$ cat config.mk
export PLATFORM = sky130hd
export DESIGN_NAME = dac_exec
export DESIGN_NICKNAME = d
export VERILOG_FILES = /design/src/shared/dac_pkg.sv /design/src/hdl/dac_cmd_decode.sv /design/src/hdl/dac_exec.sv
export VERILOG_INCLUDE_DIRS = /design/src /design/src/shared
export SDC_FILE = /design/constraint.sdc
export NUM_CORES = 1
export LEC_CHECK = 0
export BUFFER_PORTS_ARGS = -buffer_cell sky130_fd_sc_hd__buf_2
export CAP_MARGIN = 20
export CORE_UTILIZATION = 45
export CTS_CLUSTER_SIZE = 12
export DETAILED_ROUTE_END_ITERATION = 10
export HOLD_SLACK_MARGIN = 0.15
export PLACE_DENSITY = 0.81
export SLEW_MARGIN = 20
export SYNTH_ARGS = -nofsm -noshare
export SYNTH_HDL_FRONTEND = slang
export SYNTH_HIERARCHICAL = 1
export SYNTH_SLANG_ARGS = --single-unit
$ cat constraint.sdc
create_clock -name mclk -period 2.18 [get_ports mclk]
set_input_delay 0.218 -clock mclk [delete_from_list [all_inputs] [get_ports mclk]]
set_output_delay 0.218 -clock mclk [all_outputs]
set_load 0.1 [all_outputs]
$ cat src/shared/dac_regs.svh
// register offsets, field positions, reset values and codes for dac
`ifndef DAC_REGS_SVH
`define DAC_REGS_SVH

// debug module interface offsets (word indices)
`define DAC_OFS_VALUE 7'h04
`define DAC_OFS_ADDR 7'h05
`define DAC_OFS_CS 7'h16
`define DAC_OFS_CMD 7'h17

// command word fields
`define DAC_TYPE_MSB 31
`define DAC_TYPE_LSB 24
`define DAC_SIZE_MSB 22
`define DAC_SIZE_LSB 20
`define DAC_WRITE_BIT 16
`define DAC_REGNO_MSB 15
`define DAC_REGNO_LSB 0

// control/status word fields
`define DAC_BUSY_BIT 12
`define DAC_CMDERR_MSB 10
`define DAC_CMDERR_LSB 8
`define DAC_DCOUNT_MSB 3
`define DAC_DCOUNT_LSB 0

// encodings
`define DAC_TYPE_REG 8'h00
`define DAC_TYPE_MEM 8'h02
`define DAC_SIZE_32 3'h2
`define DAC_ERR_NONE 3'h0
`define DAC_ERR_BUSY 3'h1
`define DAC_ERR_NOTSUP 3'h2
`define DAC_ERR_EXCEPT 3'h3
`define DAC_ERR_HALT 3'h4
`define DAC_ERR_OTHER 3'h7
`define DAC_GPR_LAST 16'h101f

// reset and fixed read values
`define DAC_ARG_RESET 32'h0000_0000
`define DAC_CMD_RESET 32'h0000_0000
`define DAC_DATACOUNT 4'h2
`define DAC_CMD_READ 32'h0022_0000
`define DAC_RD_NONE 32'h0000_0000

`endif

$ cat src/shared/dac_pkg.sv
// types shared by the abstract command block and its decoder
package dac_pkg;

	// one-hot execution states
	typedef enum logic [3:0] {
		DAC_IDLE  = 4'b0001,
		DAC_CHECK = 4'b0010,
		DAC_REG   = 4'b0100,
		DAC_MEM   = 4'b1000
	} dac_state_type;

	// one access on the debug module interface
	typedef struct packed {
		logic        valid;
		logic        wr;
		logic [6:0]  addr;
		logic [31:0] wdata;
	} dac_dmi_type;

	// request toward the core register file or local memories
	typedef struct packed {
		logic        valid;
		logic        wr;
		logic [31:0] addr;
		logic [31:0] wdata;
	} dac_acc_type;

	// completion from the core side
	typedef struct packed {
		logic        done;
		logic        fault;
		logic [31:0] rdata;
	} dac_rsp_type;

	// result of decoding a command word
	typedef struct packed {
		logic       is_reg;
		logic [2:0] err;
	} dac_dec_type;

	// whole state of the command block
	typedef struct packed {
		dac_state_type st;
		logic [31:0]   value;
		logic [31:0]   addr;
		logic [31:0]   cmd;
		logic [2:0]    cmderr;
		logic [31:0]   rdata;
	} dac_all_type;

endpackage

$ cat src/hdl/dac_cmd_decode.sv
// decoder that checks a latched command word and classifies it
`timescale 1ns/1ps
`include "dac_regs.svh"

module dac_cmd_decode (
	input  wire logic [31:0]          cmd_word,
	input  wire logic                 hart_halted,
	output dac_pkg::dac_dec_type      dec
);

	logic [7:0]  cmd_type;
	logic [2:0]  cmd_size;
	logic [15:0] cmd_regno;

	// command fields
	assign cmd_type  = cmd_word[`DAC_TYPE_MSB:`DAC_TYPE_LSB];
	assign cmd_size  = cmd_word[`DAC_SIZE_MSB:`DAC_SIZE_LSB];
	assign cmd_regno = cmd_word[`DAC_REGNO_MSB:`DAC_REGNO_LSB];

	// first failing check wins; memory commands need no hart state
	always_comb
	begin
		dec.is_reg = (cmd_type == `DAC_TYPE_REG);
		dec.err    = `DAC_ERR_NONE;
		if (cmd_type != `DAC_TYPE_REG && cmd_type != `DAC_TYPE_MEM)
		begin
			dec.err = `DAC_ERR_NOTSUP;
		end
		else if (cmd_size != `DAC_SIZE_32)
		begin
			dec.err = `DAC_ERR_OTHER;
		end
		else if (dec.is_reg && cmd_regno > `DAC_GPR_LAST)
		begin
			dec.err = `DAC_ERR_NOTSUP;
		end
		else if (dec.is_reg && !hart_halted)
		begin
			dec.err = `DAC_ERR_HALT;
		end
	end

endmodule

$ cat src/hdl/dac_exec.sv
// abstract command execution: argument words, command decode, data moves
//
// Overview of operation
// - command top byte: 0 register access, 2 memory access, others unsupported
// - register command with size other than 2 fails with error 7
// - memory command with size other than 2 fails with error 7
// - register read copies selected register into the value word
// - register write copies the value word into selected register
// - numbers up to 0x0FFF are Control_status_registers, 0x1000-0x101F General_purpose_registers, rest unused
// - memory read loads word at address word into the value word
// - memory write stores value word at the address word
// - memory commands reach only local memories and interrupt controller
// - optional command fields read as fixed constants, reserved bits zero
// - value word carries input and result; address word gives address
// - exactly two argument words; count field reports 2
// - argument access while busy sets error 1 if error was 0
// - argument writes while busy leave stored values unchanged
// - argument words are 32-bit read/write, reset to zero
// - writing the command word starts the command
// - command writes are ignored while the error code is nonzero
// - busy sets on command write and clears when command completes
// - error codes 2 unsupported, 3 bad address, 4 wrong hart state
`timescale 1ns/1ps
`include "dac_regs.svh"

module dac_exec (
	input  wire logic                 mclk,
	input  wire logic                 rst_n,
	input  dac_pkg::dac_dmi_type      dmi,
	output logic [31:0]               dmi_rdata,
	input  wire logic                 hart_halted,
	output dac_pkg::dac_acc_type      reg_acc,
	input  dac_pkg::dac_rsp_type      reg_rsp,
	output dac_pkg::dac_acc_type      mem_acc,
	input  dac_pkg::dac_rsp_type      mem_rsp
);

	dac_pkg::dac_all_type s_q;
	dac_pkg::dac_all_type s_d;
	dac_pkg::dac_dec_type dec;
	logic                 busy;
	logic                 arg_hit;
	logic [31:0]          cs_view;

	// a new error lands only on a clean code; the first cause is kept
	function automatic logic [2:0] set_err(
		input logic [2:0] cur,
		input logic [2:0] code
	);
		set_err = (cur == `DAC_ERR_NONE) ? code : cur;
	endfunction

	// checks on the stored command word
	dac_cmd_decode u_dec (
		.cmd_word    (s_q.cmd),
		.hart_halted (hart_halted),
		.dec         (dec)
	);

	// status view and address classification
	assign busy = (s_q.st != dac_pkg::DAC_IDLE);
	assign arg_hit = (dmi.addr == `DAC_OFS_VALUE) ||
		(dmi.addr == `DAC_OFS_ADDR);

	always_comb
	begin
		cs_view = `DAC_RD_NONE;
		cs_view[`DAC_BUSY_BIT] = busy;
		cs_view[`DAC_CMDERR_MSB:`DAC_CMDERR_LSB] = s_q.cmderr;
		cs_view[`DAC_DCOUNT_MSB:`DAC_DCOUNT_LSB] = `DAC_DATACOUNT;
	end

	// next state: bus access first, then execution; set_err keeps an error set by the bus in that cycle
	always_comb
	begin
		s_d = s_q;

		if (dmi.valid)
		begin
			// read data, captured for the next cycle
			if (!dmi.wr)
			begin
				unique case (dmi.addr)
					`DAC_OFS_VALUE: s_d.rdata = s_q.value;
					`DAC_OFS_ADDR:  s_d.rdata = s_q.addr;
					`DAC_OFS_CS:    s_d.rdata = cs_view;
					`DAC_OFS_CMD:   s_d.rdata = `DAC_CMD_READ;
					default:        s_d.rdata = `DAC_RD_NONE;
				endcase
			end

			// argument words: blocked while a command runs
			if (arg_hit && busy)
			begin
				s_d.cmderr = set_err(s_d.cmderr, `DAC_ERR_BUSY);
			end
			else if (arg_hit && dmi.wr)
			begin
				if (dmi.addr == `DAC_OFS_VALUE)
				begin
					s_d.value = dmi.wdata;
				end
				else
				begin
					s_d.addr = dmi.wdata;
				end
			end

			// control/status: error code is write-one-to-clear
			if (dmi.wr && dmi.addr == `DAC_OFS_CS)
			begin
				s_d.cmderr = s_q.cmderr &
					~dmi.wdata[`DAC_CMDERR_MSB:`DAC_CMDERR_LSB];
				if (busy)
				begin
					s_d.cmderr = set_err(s_d.cmderr, `DAC_ERR_BUSY);
				end
			end

			// command word: starts a command only when idle and clean
			if (dmi.wr && dmi.addr == `DAC_OFS_CMD)
			begin
				if (busy)
				begin
					s_d.cmderr = set_err(s_d.cmderr, `DAC_ERR_BUSY);
				end
				else if (s_q.cmderr == `DAC_ERR_NONE)
				begin
					s_d.cmd = dmi.wdata;
					s_d.st = dac_pkg::DAC_CHECK;
				end
			end
		end

		// execution sequence
		unique case (s_q.st)
			dac_pkg::DAC_IDLE:
			begin
				s_d.st = s_d.st;
			end
			dac_pkg::DAC_CHECK:
			begin
				// a failed check moves no data at all
				if (dec.err != `DAC_ERR_NONE)
				begin
					s_d.cmderr = set_err(s_d.cmderr, dec.err);
					s_d.st = dac_pkg::DAC_IDLE;
				end
				else if (dec.is_reg)
				begin
					s_d.st = dac_pkg::DAC_REG;
				end
				else
				begin
					s_d.st = dac_pkg::DAC_MEM;
				end
			end
			dac_pkg::DAC_REG:
			begin
				if (reg_rsp.done)
				begin
					if (reg_rsp.fault)
					begin
						s_d.cmderr = set_err(s_d.cmderr,
							`DAC_ERR_NOTSUP);
					end
					else if (!s_q.cmd[`DAC_WRITE_BIT])
					begin
						s_d.value = reg_rsp.rdata;
					end
					s_d.st = dac_pkg::DAC_IDLE;
				end
			end
			dac_pkg::DAC_MEM:
			begin
				if (mem_rsp.done)
				begin
					// address outside reachable ranges
					if (mem_rsp.fault)
					begin
						s_d.cmderr = set_err(s_d.cmderr,
							`DAC_ERR_EXCEPT);
					end
					else if (!s_q.cmd[`DAC_WRITE_BIT])
					begin
						s_d.value = mem_rsp.rdata;
					end
					s_d.st = dac_pkg::DAC_IDLE;
				end
			end
		endcase
	end

	// the whole state in one register
	always_ff @(posedge mclk or negedge rst_n)
	begin
		if (!rst_n)
		begin
			s_q.st     <= dac_pkg::DAC_IDLE;
			s_q.value  <= `DAC_ARG_RESET;
			s_q.addr   <= `DAC_ARG_RESET;
			s_q.cmd    <= `DAC_CMD_RESET;
			s_q.cmderr <= `DAC_ERR_NONE;
			s_q.rdata  <= `DAC_RD_NONE;
		end
		else
		begin
			s_q <= s_d;
		end
	end

	// read data is held until the next read
	assign dmi_rdata = s_q.rdata;

	// register port: request stays up until the core reports done
	always_comb
	begin
		reg_acc.valid = (s_q.st == dac_pkg::DAC_REG);
		reg_acc.wr    = s_q.cmd[`DAC_WRITE_BIT];
		reg_acc.addr  = {16'h0000,
			s_q.cmd[`DAC_REGNO_MSB:`DAC_REGNO_LSB]};
		reg_acc.wdata = s_q.value;
	end

	// memory port: address word selects, value word carries data
	always_comb
	begin
		mem_acc.valid = (s_q.st == dac_pkg::DAC_MEM);
		mem_acc.wr    = s_q.cmd[`DAC_WRITE_BIT];
		mem_acc.addr  = s_q.addr;
		mem_acc.wdata = s_q.value;
	end

endmodule

==> results.py, run 1 <==
metrics = {
    "sta": {
        "max_clock_freq_mhz": 483,
        "fin_crit_ps": 2070,
        "hold_ws_ps": 168,
        "drv_slew": 0,
        "finalSetupViolations": 0,
        "rsz0062_at_grt": "no",
        "clock_skew_ps": 9.08,
        "worstMarginPinSlew_ps": 523,
        "fin_crit_sh_pct": 94.9,
        "finalHoldViolations": 0,
        "slew_headroom_pct": 65.1,
    },
    "grt": {
        "grt_use_total_pct": 26.7,
        "grt_max_degree": 54,
        "grt_pass1_wl_um": 32700,
        "grt_pass1_vias": 5927,
        "antenna_found_initial": 3,
        "grt.overflow.total": 0,
    },
    "logic_synthesis": {
        "syn_area_per_cell_sq_um": 10.8,
        "syn_area_sq_um": 7200,
        "synthCells": 664,
        "ys_warn_count": 6,
    },
    "critical_path": {
        "reg2reg_depth": 6,
        "crit_fanout": 4,
        "cp-endpoint": "reg_acc[65]",
        "critPathLaunchType": "flop",
        "required_ps": 1960,
        "end_kind": "output pin",
        "timing.rr.end": "cs_view[9]",
        "r2r_setup_slack_ps": 130,
        "cp.arrival_ps": 1850,
        "crit_start": "s_q[132]",
        "criticalPathCategory": "flop to output pin",
        "r2r_start": "reg_acc[40]",
    },
    "placed_design": {
        "hpwl_um": 13900,
        "postPlaceCellArea_sq_um": 7740,
        "gp_congestion": 0.847,
        "portBuffers": 259,
        "dp.cells": 981,
    },
    "route": {
        "top_layer_used": "met4",
        "wl_um": 21600,
        "dr.pass1.iters": 5,
        "drtIter0Drc": 428,
        "vias_per_cell": 5.26,
        "met2_length_um": 10800,
        "vias": 5860,
        "wl_per_cell_um": 19.4,
        "drc": 0,
        "dr_wl_met3_um": 1440,
        "postRouteAntennaNets": 0,
        "wl_met1_um": 8480,
    },
    "die": {
        "die_y_um": 128,
        "rows": 45,
        "io_pins": 276,
        "start_util_pct": 46.6,
        "coreArea_sq_um": 15400,
        "dieArea_sq_um": 16500,
        "die_w_um": 128,
    },
    "cts": {
        "cts.reportedPaths.clkPinSlew_ps": 60,
        "cts_tree": "built",
        "cts_max_path_buffers": 2,
        "worst_skew_pair.late_latency_ps": 420,
        "cts_setup_buffers": 0,
        "htreeDepth": 4,
        "root_buffer": "clkbuf_16",
        "clock-sinks": 131,
        "numCtsBuffers": 17,
    },
    "finish": {
        "stdcell_count": 1114,
        "drive_gt1_share_pct": 42.0,
        "final_area_sq_um": 9330,
        "final_core_util_pct": 60.5,
        "fill_cells": 1210,
        "nNetsFinal": 999,
        "area_delta_synth_final_pct": 29.6,
    },
    "power": {
        "ir_drop_uv": 566,
        "power_density_nw_per_um2": 618,
        "leakage_nw": 5.08,
        "p_total_w": 0.00576,
    },
    "outcome": {
        "outcome": "finished clean",
    },
    "worst_hold_path": {
        "hp-class": "input port to flop",
        "hold_path_startpoint": "reg_rsp[33]",
    },
    "flow_run": {
        "drv_cap": 0,
    },
}
## cell type report
cell class | instances | area (sq um) | area share, %
sequential | 131 | 3280 | 35.2
multi-input combinational | 347 | 2630 | 28.2
timing repair buffer | 384 | 2540 | 27.2
clock buffer | 23 | 488 | 5.23
tap | 211 | 264 | 2.83
clock inverter | 9 | 101 | 1.09
inverter | 6 | 22.5 | 0.241
antenna | 3 | 7.51 | 0.0805
## cells in the final DEF, fill, tap and decap left out, types with 6 or more instances in the layout
cell type	count
conb_1	16
dlygate4sd3_1	98
buf_2	258
mux2_1	21
buf_4	23
nand2_1	43
mux2i_1	34
o21ai_1	30
mux2_2	37
inv_1	6
o21ai_0	37
dfrtp_1	129
clkbuf_16	17
a22oi_1	58
## repair_timing
| item | 4_1_cts | 5_1_grt |
|---|---|---|
| hold buffers | 98 | 0 |
| endpoints found under the setup margin | 0 | 3 |
| endpoints found under the hold margin | 143 | 0 |
| gates resized for setup | 0 | 2 |
## where the power goes
group | internal (W) | leakage [nW] | switching [W]
logic | 0.000209 | 2.96 | 0.000295
clock network | 0.00180 | 0.293 | 0.00103
registers | 0.00243 | 1.83 | 0.000000546
total | 0.00444 | 5.08 | 0.00132
## flip-flops by register name, summed over array words and instances (netlist names)
register and cells:
mem_acc 65, dmi_rdata 32, s_q 15, cs_view 3
reg_acc 16
## per-stage QoR
stage / setup WS [ps] / TNS [ps]
finish: 110 / 0
global route: 34.0 / 0
CTS: 94.5 / 0
detailed placement: 130 / 0
global placement: 197 / 0
floorplan: -477 / -15250
## worst min-delay path by stage
stage               cells past startpoint           to
global placement                        1  mem_acc[29]
CTS                                     3     s_q[131]
finish                                  3     s_q[131]
global route                            3     s_q[131]
floorplan                               0  cs_view[10]
detailed placement                      1  mem_acc[27]
## per-layer routing
layer	up-vias	global-route usage [%]
li1	2639	-
met1	2859	30.9
met2	305	45.5
met3	57	7.32
met4	0	13.5
met5	-	0
## worst max-delay path, cell delays in order (launching register included)
cell and delay (ps):
dfrtp_2 470, nor4b_4 340, buf_4 180, buf_2 440
No activity file was read; power rests on OpenSTA's default activity.
==> run 2, diff against run 1 <==
--- a/config.mk
+++ b/config.mk
@@ -13,6 +13,7 @@
 export DETAILED_ROUTE_END_ITERATION = 10
 export HOLD_SLACK_MARGIN = 0.15
 export PLACE_DENSITY = 0.81
+export SETUP_SLACK_MARGIN = 0.15
 export SLEW_MARGIN = 20
 export SYNTH_ARGS = -nofsm -noshare
 export SYNTH_HDL_FRONTEND = slang
==> results.py, run 2 (synthesized netlist as in run 1, its figures left out) <==
metrics = {
    "worst_hold_path": {
        "holdPathEnd": "s_q[131]",
        "hold_path_startpoint": "mem_rsp[33]",
        "hp-class": "input port to flop",
        "hold_path_depth": 3,
    },
    "die": {
        "die_y_um": 128,
        "io_pins": 276,
        "rows": 45,
        "die_w_um": 128,
        "dieArea_sq_um": 16500,
        "coreArea_sq_um": 15400,
        "start_util_pct": 46.6,
    },
    "grt": {
        "met1_usage_pct": 31.8,
        "antenna_found_initial": 4,
        "grt.busiest_layer": "met2",
        "grt_pass1_wl_um": 33700,
        "grt_use_met2_pct": 46.0,
        "grt_pass1_vias": 6313,
        "use_met3_pct": 5.28,
        "grt_use_total_pct": 27.5,
        "grt.overflow.total": 0,
        "grt_max_degree": 56,
    },
    "route": {
        "wl_per_cell_um": 20.1,
        "postRouteAntennaNets": 0,
        "vias_per_cell": 5.46,
        "dr.pass1.iters": 5,
        "drtIter0Drc": 436,
        "drc": 0,
        "wl_um": 22600,
        "vias": 6122,
    },
    "critical_path": {
        "crit_slowest_cell": "or4_4",
        "cp.depth": 6,
        "cpLargestDelayFamily": "simple AND/OR/NAND/NOR gates",
        "required_ps": 2480,
        "cp.arrival_ps": 2340,
        "end_kind": "flop",
        "r2r_start": "reg_acc[37]",
        "reg2reg_depth": 6,
        "cp_num_buf_inv": 0,
        "critPathMaxStageDelay_ps": 540,
        "critPathLaunchType": "flop",
        "crit_fanout": 3,
        "timing.rr.end": "cs_view[9]",
        "path_cells": "nor4_4 -> a21oi_2 -> or4_4 -> a32oi_1 -> a22oi_1 -> a21o_1",
        "r2r_setup_slack_ps": 140,
        "criticalPathCategory": "flop to flop",
    },
    "sta": {
        "clock_skew_ps": 7.78,
        "finalSetupViolations": 0,
        "rsz0062_at_grt": "no",
        "fin_crit_sh_pct": 93.6,
        "fin_crit_ps": 2040,
        "slew_headroom_pct": 62.6,
        "drv_slew": 0,
        "max_clock_freq_mhz": 490,
        "finalHoldViolations": 0,
        "worstMarginPinSlew_ps": 556,
    },
    "cts": {
        "cts_max_path_buffers": 2,
        "clock-sinks": 131,
        "cts_tree": "built",
        "root_buffer": "clkbuf_16",
        "htreeDepth": 4,
        "cts.reportedPaths.clkPinSlew_ps": 60,
        "numCtsBuffers": 17,
        "worst_skew_pair.late_latency_ps": 410,
    },
    "finish": {
        "fill_cells": 1229,
        "final_area_sq_um": 9440,
        "layout_common_cells": "buf_2, dfrtp_1, dlygate4sd3_1, a22oi_1, nand2_1",
        "seqCellArea_sq_um": 3280,
        "final_common_cell": "buf_2",
        "drive_gt1_share_pct": 42.7,
        "multi_input_area_sq_um": 2640,
        "area_delta_synth_final_pct": 31.2,
        "nNetsFinal": 1005,
        "largest_reg_flops": 65,
    },
    "flow_run": {
        "drv_cap": 0,
    },
    "power": {
        "p_int_w": 0.00454,
        "p_sw_w": 0.00139,
        "ir_drop_uv": 500,
        "leakage_nw": 5.11,
        "power_density_nw_per_um2": 627,
        "pwr-share-comb_pct": 8.6,
        "clkPwrFrac_pct": 50.4,
        "p_seq_share_pct": 41.1,
        "p_total_w": 0.00592,
        "switching_share_pct": 23.4,
    },
    "outcome": {
        "outcome": "finished clean",
    },
    "placed_design": {
        "gp_congestion": 0.858,
        "portBuffers": 259,
        "postPlaceCellArea_sq_um": 7750,
        "hpwl_um": 14700,
    },
}
run 2: cell count changes in the layout (fill, tap and decap cells not counted), sizes merged:
cell,change
clkbuf,-2
clkinv,-2
buf,+6
clkinvlp,+3
diode,+2
bufinv,+1
run 2: timing repair:
| action | 4_1_cts | 5_1_grt |
|---|---|---|
| buffers inserted | 0 | 4 |
| setup endpoints to repair | 6 | 22 |
| pin swaps | 0 | 3 |
| resized for setup | 3 | 5 |
| hold buffers | 98 | 0 |
| endpoints found under the hold margin | 145 | 0 |
| cloned | 0 | 0 |
run 2: worst reg2reg max path: cells and delay by family (launching register included):
kind,cells,cell delay (ps)
AND/OR/NAND/NOR,2,930
flip-flops,1,420
AO/OA/AOI/OAI,4,580
run 2: metrics by stage:
stage / setup WS [ps] / utilization (%) / hold slack (ps) / instances / TNS, ps
2_1_floorplan: -476 / - / -77.6 / 679 / -15230
3_3_place_gp: 198 / 50.3 / 205 / 983 / 0
3_5_place_dp: 132 / 50.3 / 207 / 983 / 0
4_1_cts: 130 / 60.7 / 162 / 1113 / 0
5_1_grt: 121 / 61.2 / 193 / 1121 / 0
6_report: 140 / 61.2 / 184 / 1122 / 0
run 2: routing by layer:
metal  wire length [um]  vias to the layer above  share of wire, %
li1                   -                     2645                 -
met1               8830                     2974                39
met2              11000                      390                49
met3               1510                      113               6.7
met4               1240                        0               5.5
met5                  0                        -                 0
run 2: how the worst max path moves through the flow:
stage	to	start	slack (ps)
after floorplan	mem_acc[0]	s_q[132]	-480
after CTS	s_q[131]	reg_acc[40]	130
after global routing	cs_view[9]	reg_acc[37]	120
after detailed placement	s_q[131]	reg_acc[40]	130
after global placement	s_q[131]	reg_acc[40]	200
final	cs_view[9]	reg_acc[37]	140
run 2: cell type report:
cell class	count	share of cell area, %
Antenna cell	5	0.132
Clock buffer	21	4.98
Clock inverter	11	1.60
Inverter	6	0.238
Multi-Input combinational cell	347	27.9
Sequential cell	131	34.7
Tap cell	211	2.80
Timing Repair Buffer	390	27.6
run 2: power groups by stage:
stage | clock network, W | logic, W | registers, W
after floorplan | 0 | 0.000179 | 0.00248
after global placement | 0 | 0.000356 | 0.00248
after detailed placement | 0 | 0.000360 | 0.00248
after CTS | 0.00301 | 0.000497 | 0.00243
after global routing | 0.00312 | 0.000536 | 0.00243
final | 0.00298 | 0.000507 | 0.00243
==> run 3, diff against run 2 <==
--- a/config.mk
+++ b/config.mk
@@ -8,6 +8,7 @@
 export LEC_CHECK = 0
 export BUFFER_PORTS_ARGS = -buffer_cell sky130_fd_sc_hd__buf_2
 export CAP_MARGIN = 20
+export CORE_MARGIN = 2
 export CORE_UTILIZATION = 45
 export CTS_CLUSTER_SIZE = 12
 export DETAILED_ROUTE_END_ITERATION = 10
==> results.py, run 3 (synthesized netlist as in run 1, its figures left out) <==
metrics = {
    "finish": {
        "drive_gt1_share_pct": 42.6,
        "layout_common_cells": "buf_2, dfrtp_1, dlygate4sd3_1, a22oi_1, nand2_1",
        "area_delta_synth_final_pct": 30.4,
        "largest_reg_flops": 65,
        "nNetsFinal": 1002,
        "fill_cells": 1231,
        "final_common_cell": "buf_2",
        "seqCellArea_sq_um": 3280,
        "final_core_util_pct": 59.5,
        "multi_input_area_sq_um": 2660,
    },
    "critical_path": {
        "critPathLaunchType": "flop",
        "criticalPathCategory": "flop to flop",
        "r2r_start": "reg_acc[40]",
        "crit_start": "reg_acc[40]",
        "timing.rr.end": "s_q[131]",
        "end_kind": "flop",
        "crit_fanout": 3,
        "cp-endpoint": "s_q[131]",
        "r2r_setup_slack_ps": 160,
        "required_ps": 2500,
        "cp.arrival_ps": 2340,
        "reg2reg_depth": 6,
    },
    "die": {
        "dieArea_sq_um": 17000,
        "io_pins": 276,
        "coreArea_sq_um": 15800,
        "die_y_um": 130,
        "start_util_pct": 45.6,
        "rows": 46,
        "die_w_um": 130,
    },
    "sta": {
        "rsz0062_at_grt": "yes",
        "setup_tns_ps": 0,
        "worstMarginPinSlew_ps": 520,
        "drv_slew": 0,
        "finalSetupViolations": 0,
        "clock_skew_ps": 13.7,
        "fin_crit_sh_pct": 92.7,
        "slew_headroom_pct": 65.6,
        "fin_crit_ps": 2020,
        "max_clock_freq_mhz": 495,
        "finalHoldViolations": 0,
    },
    "route": {
        "dr.pass1.iters": 5,
        "wl_per_cell_um": 20.2,
        "drtIter0Drc": 397,
        "wl_um": 22700,
        "postRouteAntennaNets": 0,
        "vias": 6029,
        "drc": 0,
        "vias_per_cell": 5.37,
    },
    "power": {
        "power_density_nw_per_um2": 613,
        "leakage_nw": 5.10,
        "ir_drop_uv": 544,
    },
    "cts": {
        "clock-sinks": 131,
        "cts.reportedPaths.clkPinSlew_ps": 60,
        "worst_skew_pair.late_latency_ps": 410,
        "htreeDepth": 4,
        "root_buffer": "clkbuf_16",
        "cts_max_path_buffers": 2,
        "numCtsBuffers": 17,
        "cts_tree": "built",
    },
    "outcome": {
        "outcome": "finished clean",
    },
    "placed_design": {
        "hpwl_um": 14100,
        "portBuffers": 259,
        "gp_congestion": 0.800,
    },
    "grt": {
        "grt.overflow.total": 0,
        "grt_pass1_vias": 6036,
        "grt_use_total_pct": 25.4,
        "antenna_found_initial": 4,
        "grt_max_degree": 52,
        "grt_pass1_wl_um": 32400,
    },
    "worst_hold_path": {
        "hp-class": "input port to flop",
    },
    "flow_run": {
        "drv_cap": 0,
    },
}
==> run 3: repair_timing <==
action | 4_1_cts | 5_1_grt
hold buffers | 98 | 1
endpoints found under the setup margin | 5 | 67
cloned | 0 | 1
buffers inserted | 1 | 3
gates resized for setup | 4 | 8
endpoints found under the hold margin | 137 | 1
pin swaps | 2 | 2
==> run 3: how the worst min path moves through the flow <==
stage               depth (start not counted)            end    start
finish                                      4  dmi_rdata[21]  dmi[33]
global route                                4  dmi_rdata[17]  dmi[33]
CTS                                         2    mem_acc[42]  dmi[10]
detailed placement                          1  dmi_rdata[31]    rst_n
global placement                            1  dmi_rdata[31]    rst_n
floorplan                                   0    cs_view[10]    rst_n
==> run 3: stage by stage <==
stage                     total power (W)  std cells  setup slack, ps  instance area (sq um)  hold WS (ps)
after floorplan                   0.00266        679             -476                   7290         -77.6
after global placement            0.00283        983              145                   7710           191
final                             0.00575       1123              158                   9390           239
after global routing              0.00592       1122              132                   9380           265
after detailed placement          0.00283        983             92.2                   7710           194
after CTS                         0.00577       1114              141                   9300           155
==> run 3: layout make-up <==
type                            instances  area share [%]
Clock buffer                           18            4.57
Clock inverter                         14            1.67
Antenna cell                            4           0.107
Multi-Input combinational cell        348            28.4
Inverter                                6           0.240
Timing Repair Buffer                  386            27.2
Tap cell                              216            2.88
Sequential cell                       131            35.0
==> run 3: worst max-delay path, cell delays in order (launching register included) <==
cell	delay [ps]
dfrtp_1	400
nor4_4	370
a21oi_2	100
or4_4	570
nor3_4	240
or2b_1	140
nand4_1	110
==> run 3: layer usage <==
metal,up-vias,global-route usage (%),routed length [um]
met5,-,0,0
met1,2932,29.4,8580
li1,2641,-,-
met3,85,6.68,1900
met2,371,43.6,11300
met4,0,12.8,903
==> run 3: report_power, final <==
| group | internal, W | leakage [nW] | switching (W) |
|---|---|---|---|
| registers | 0.00243 | 1.83 | 0.000000656 |
| clock network | 0.00170 | 0.285 | 0.00111 |
| logic | 0.000209 | 2.99 | 0.000295 |
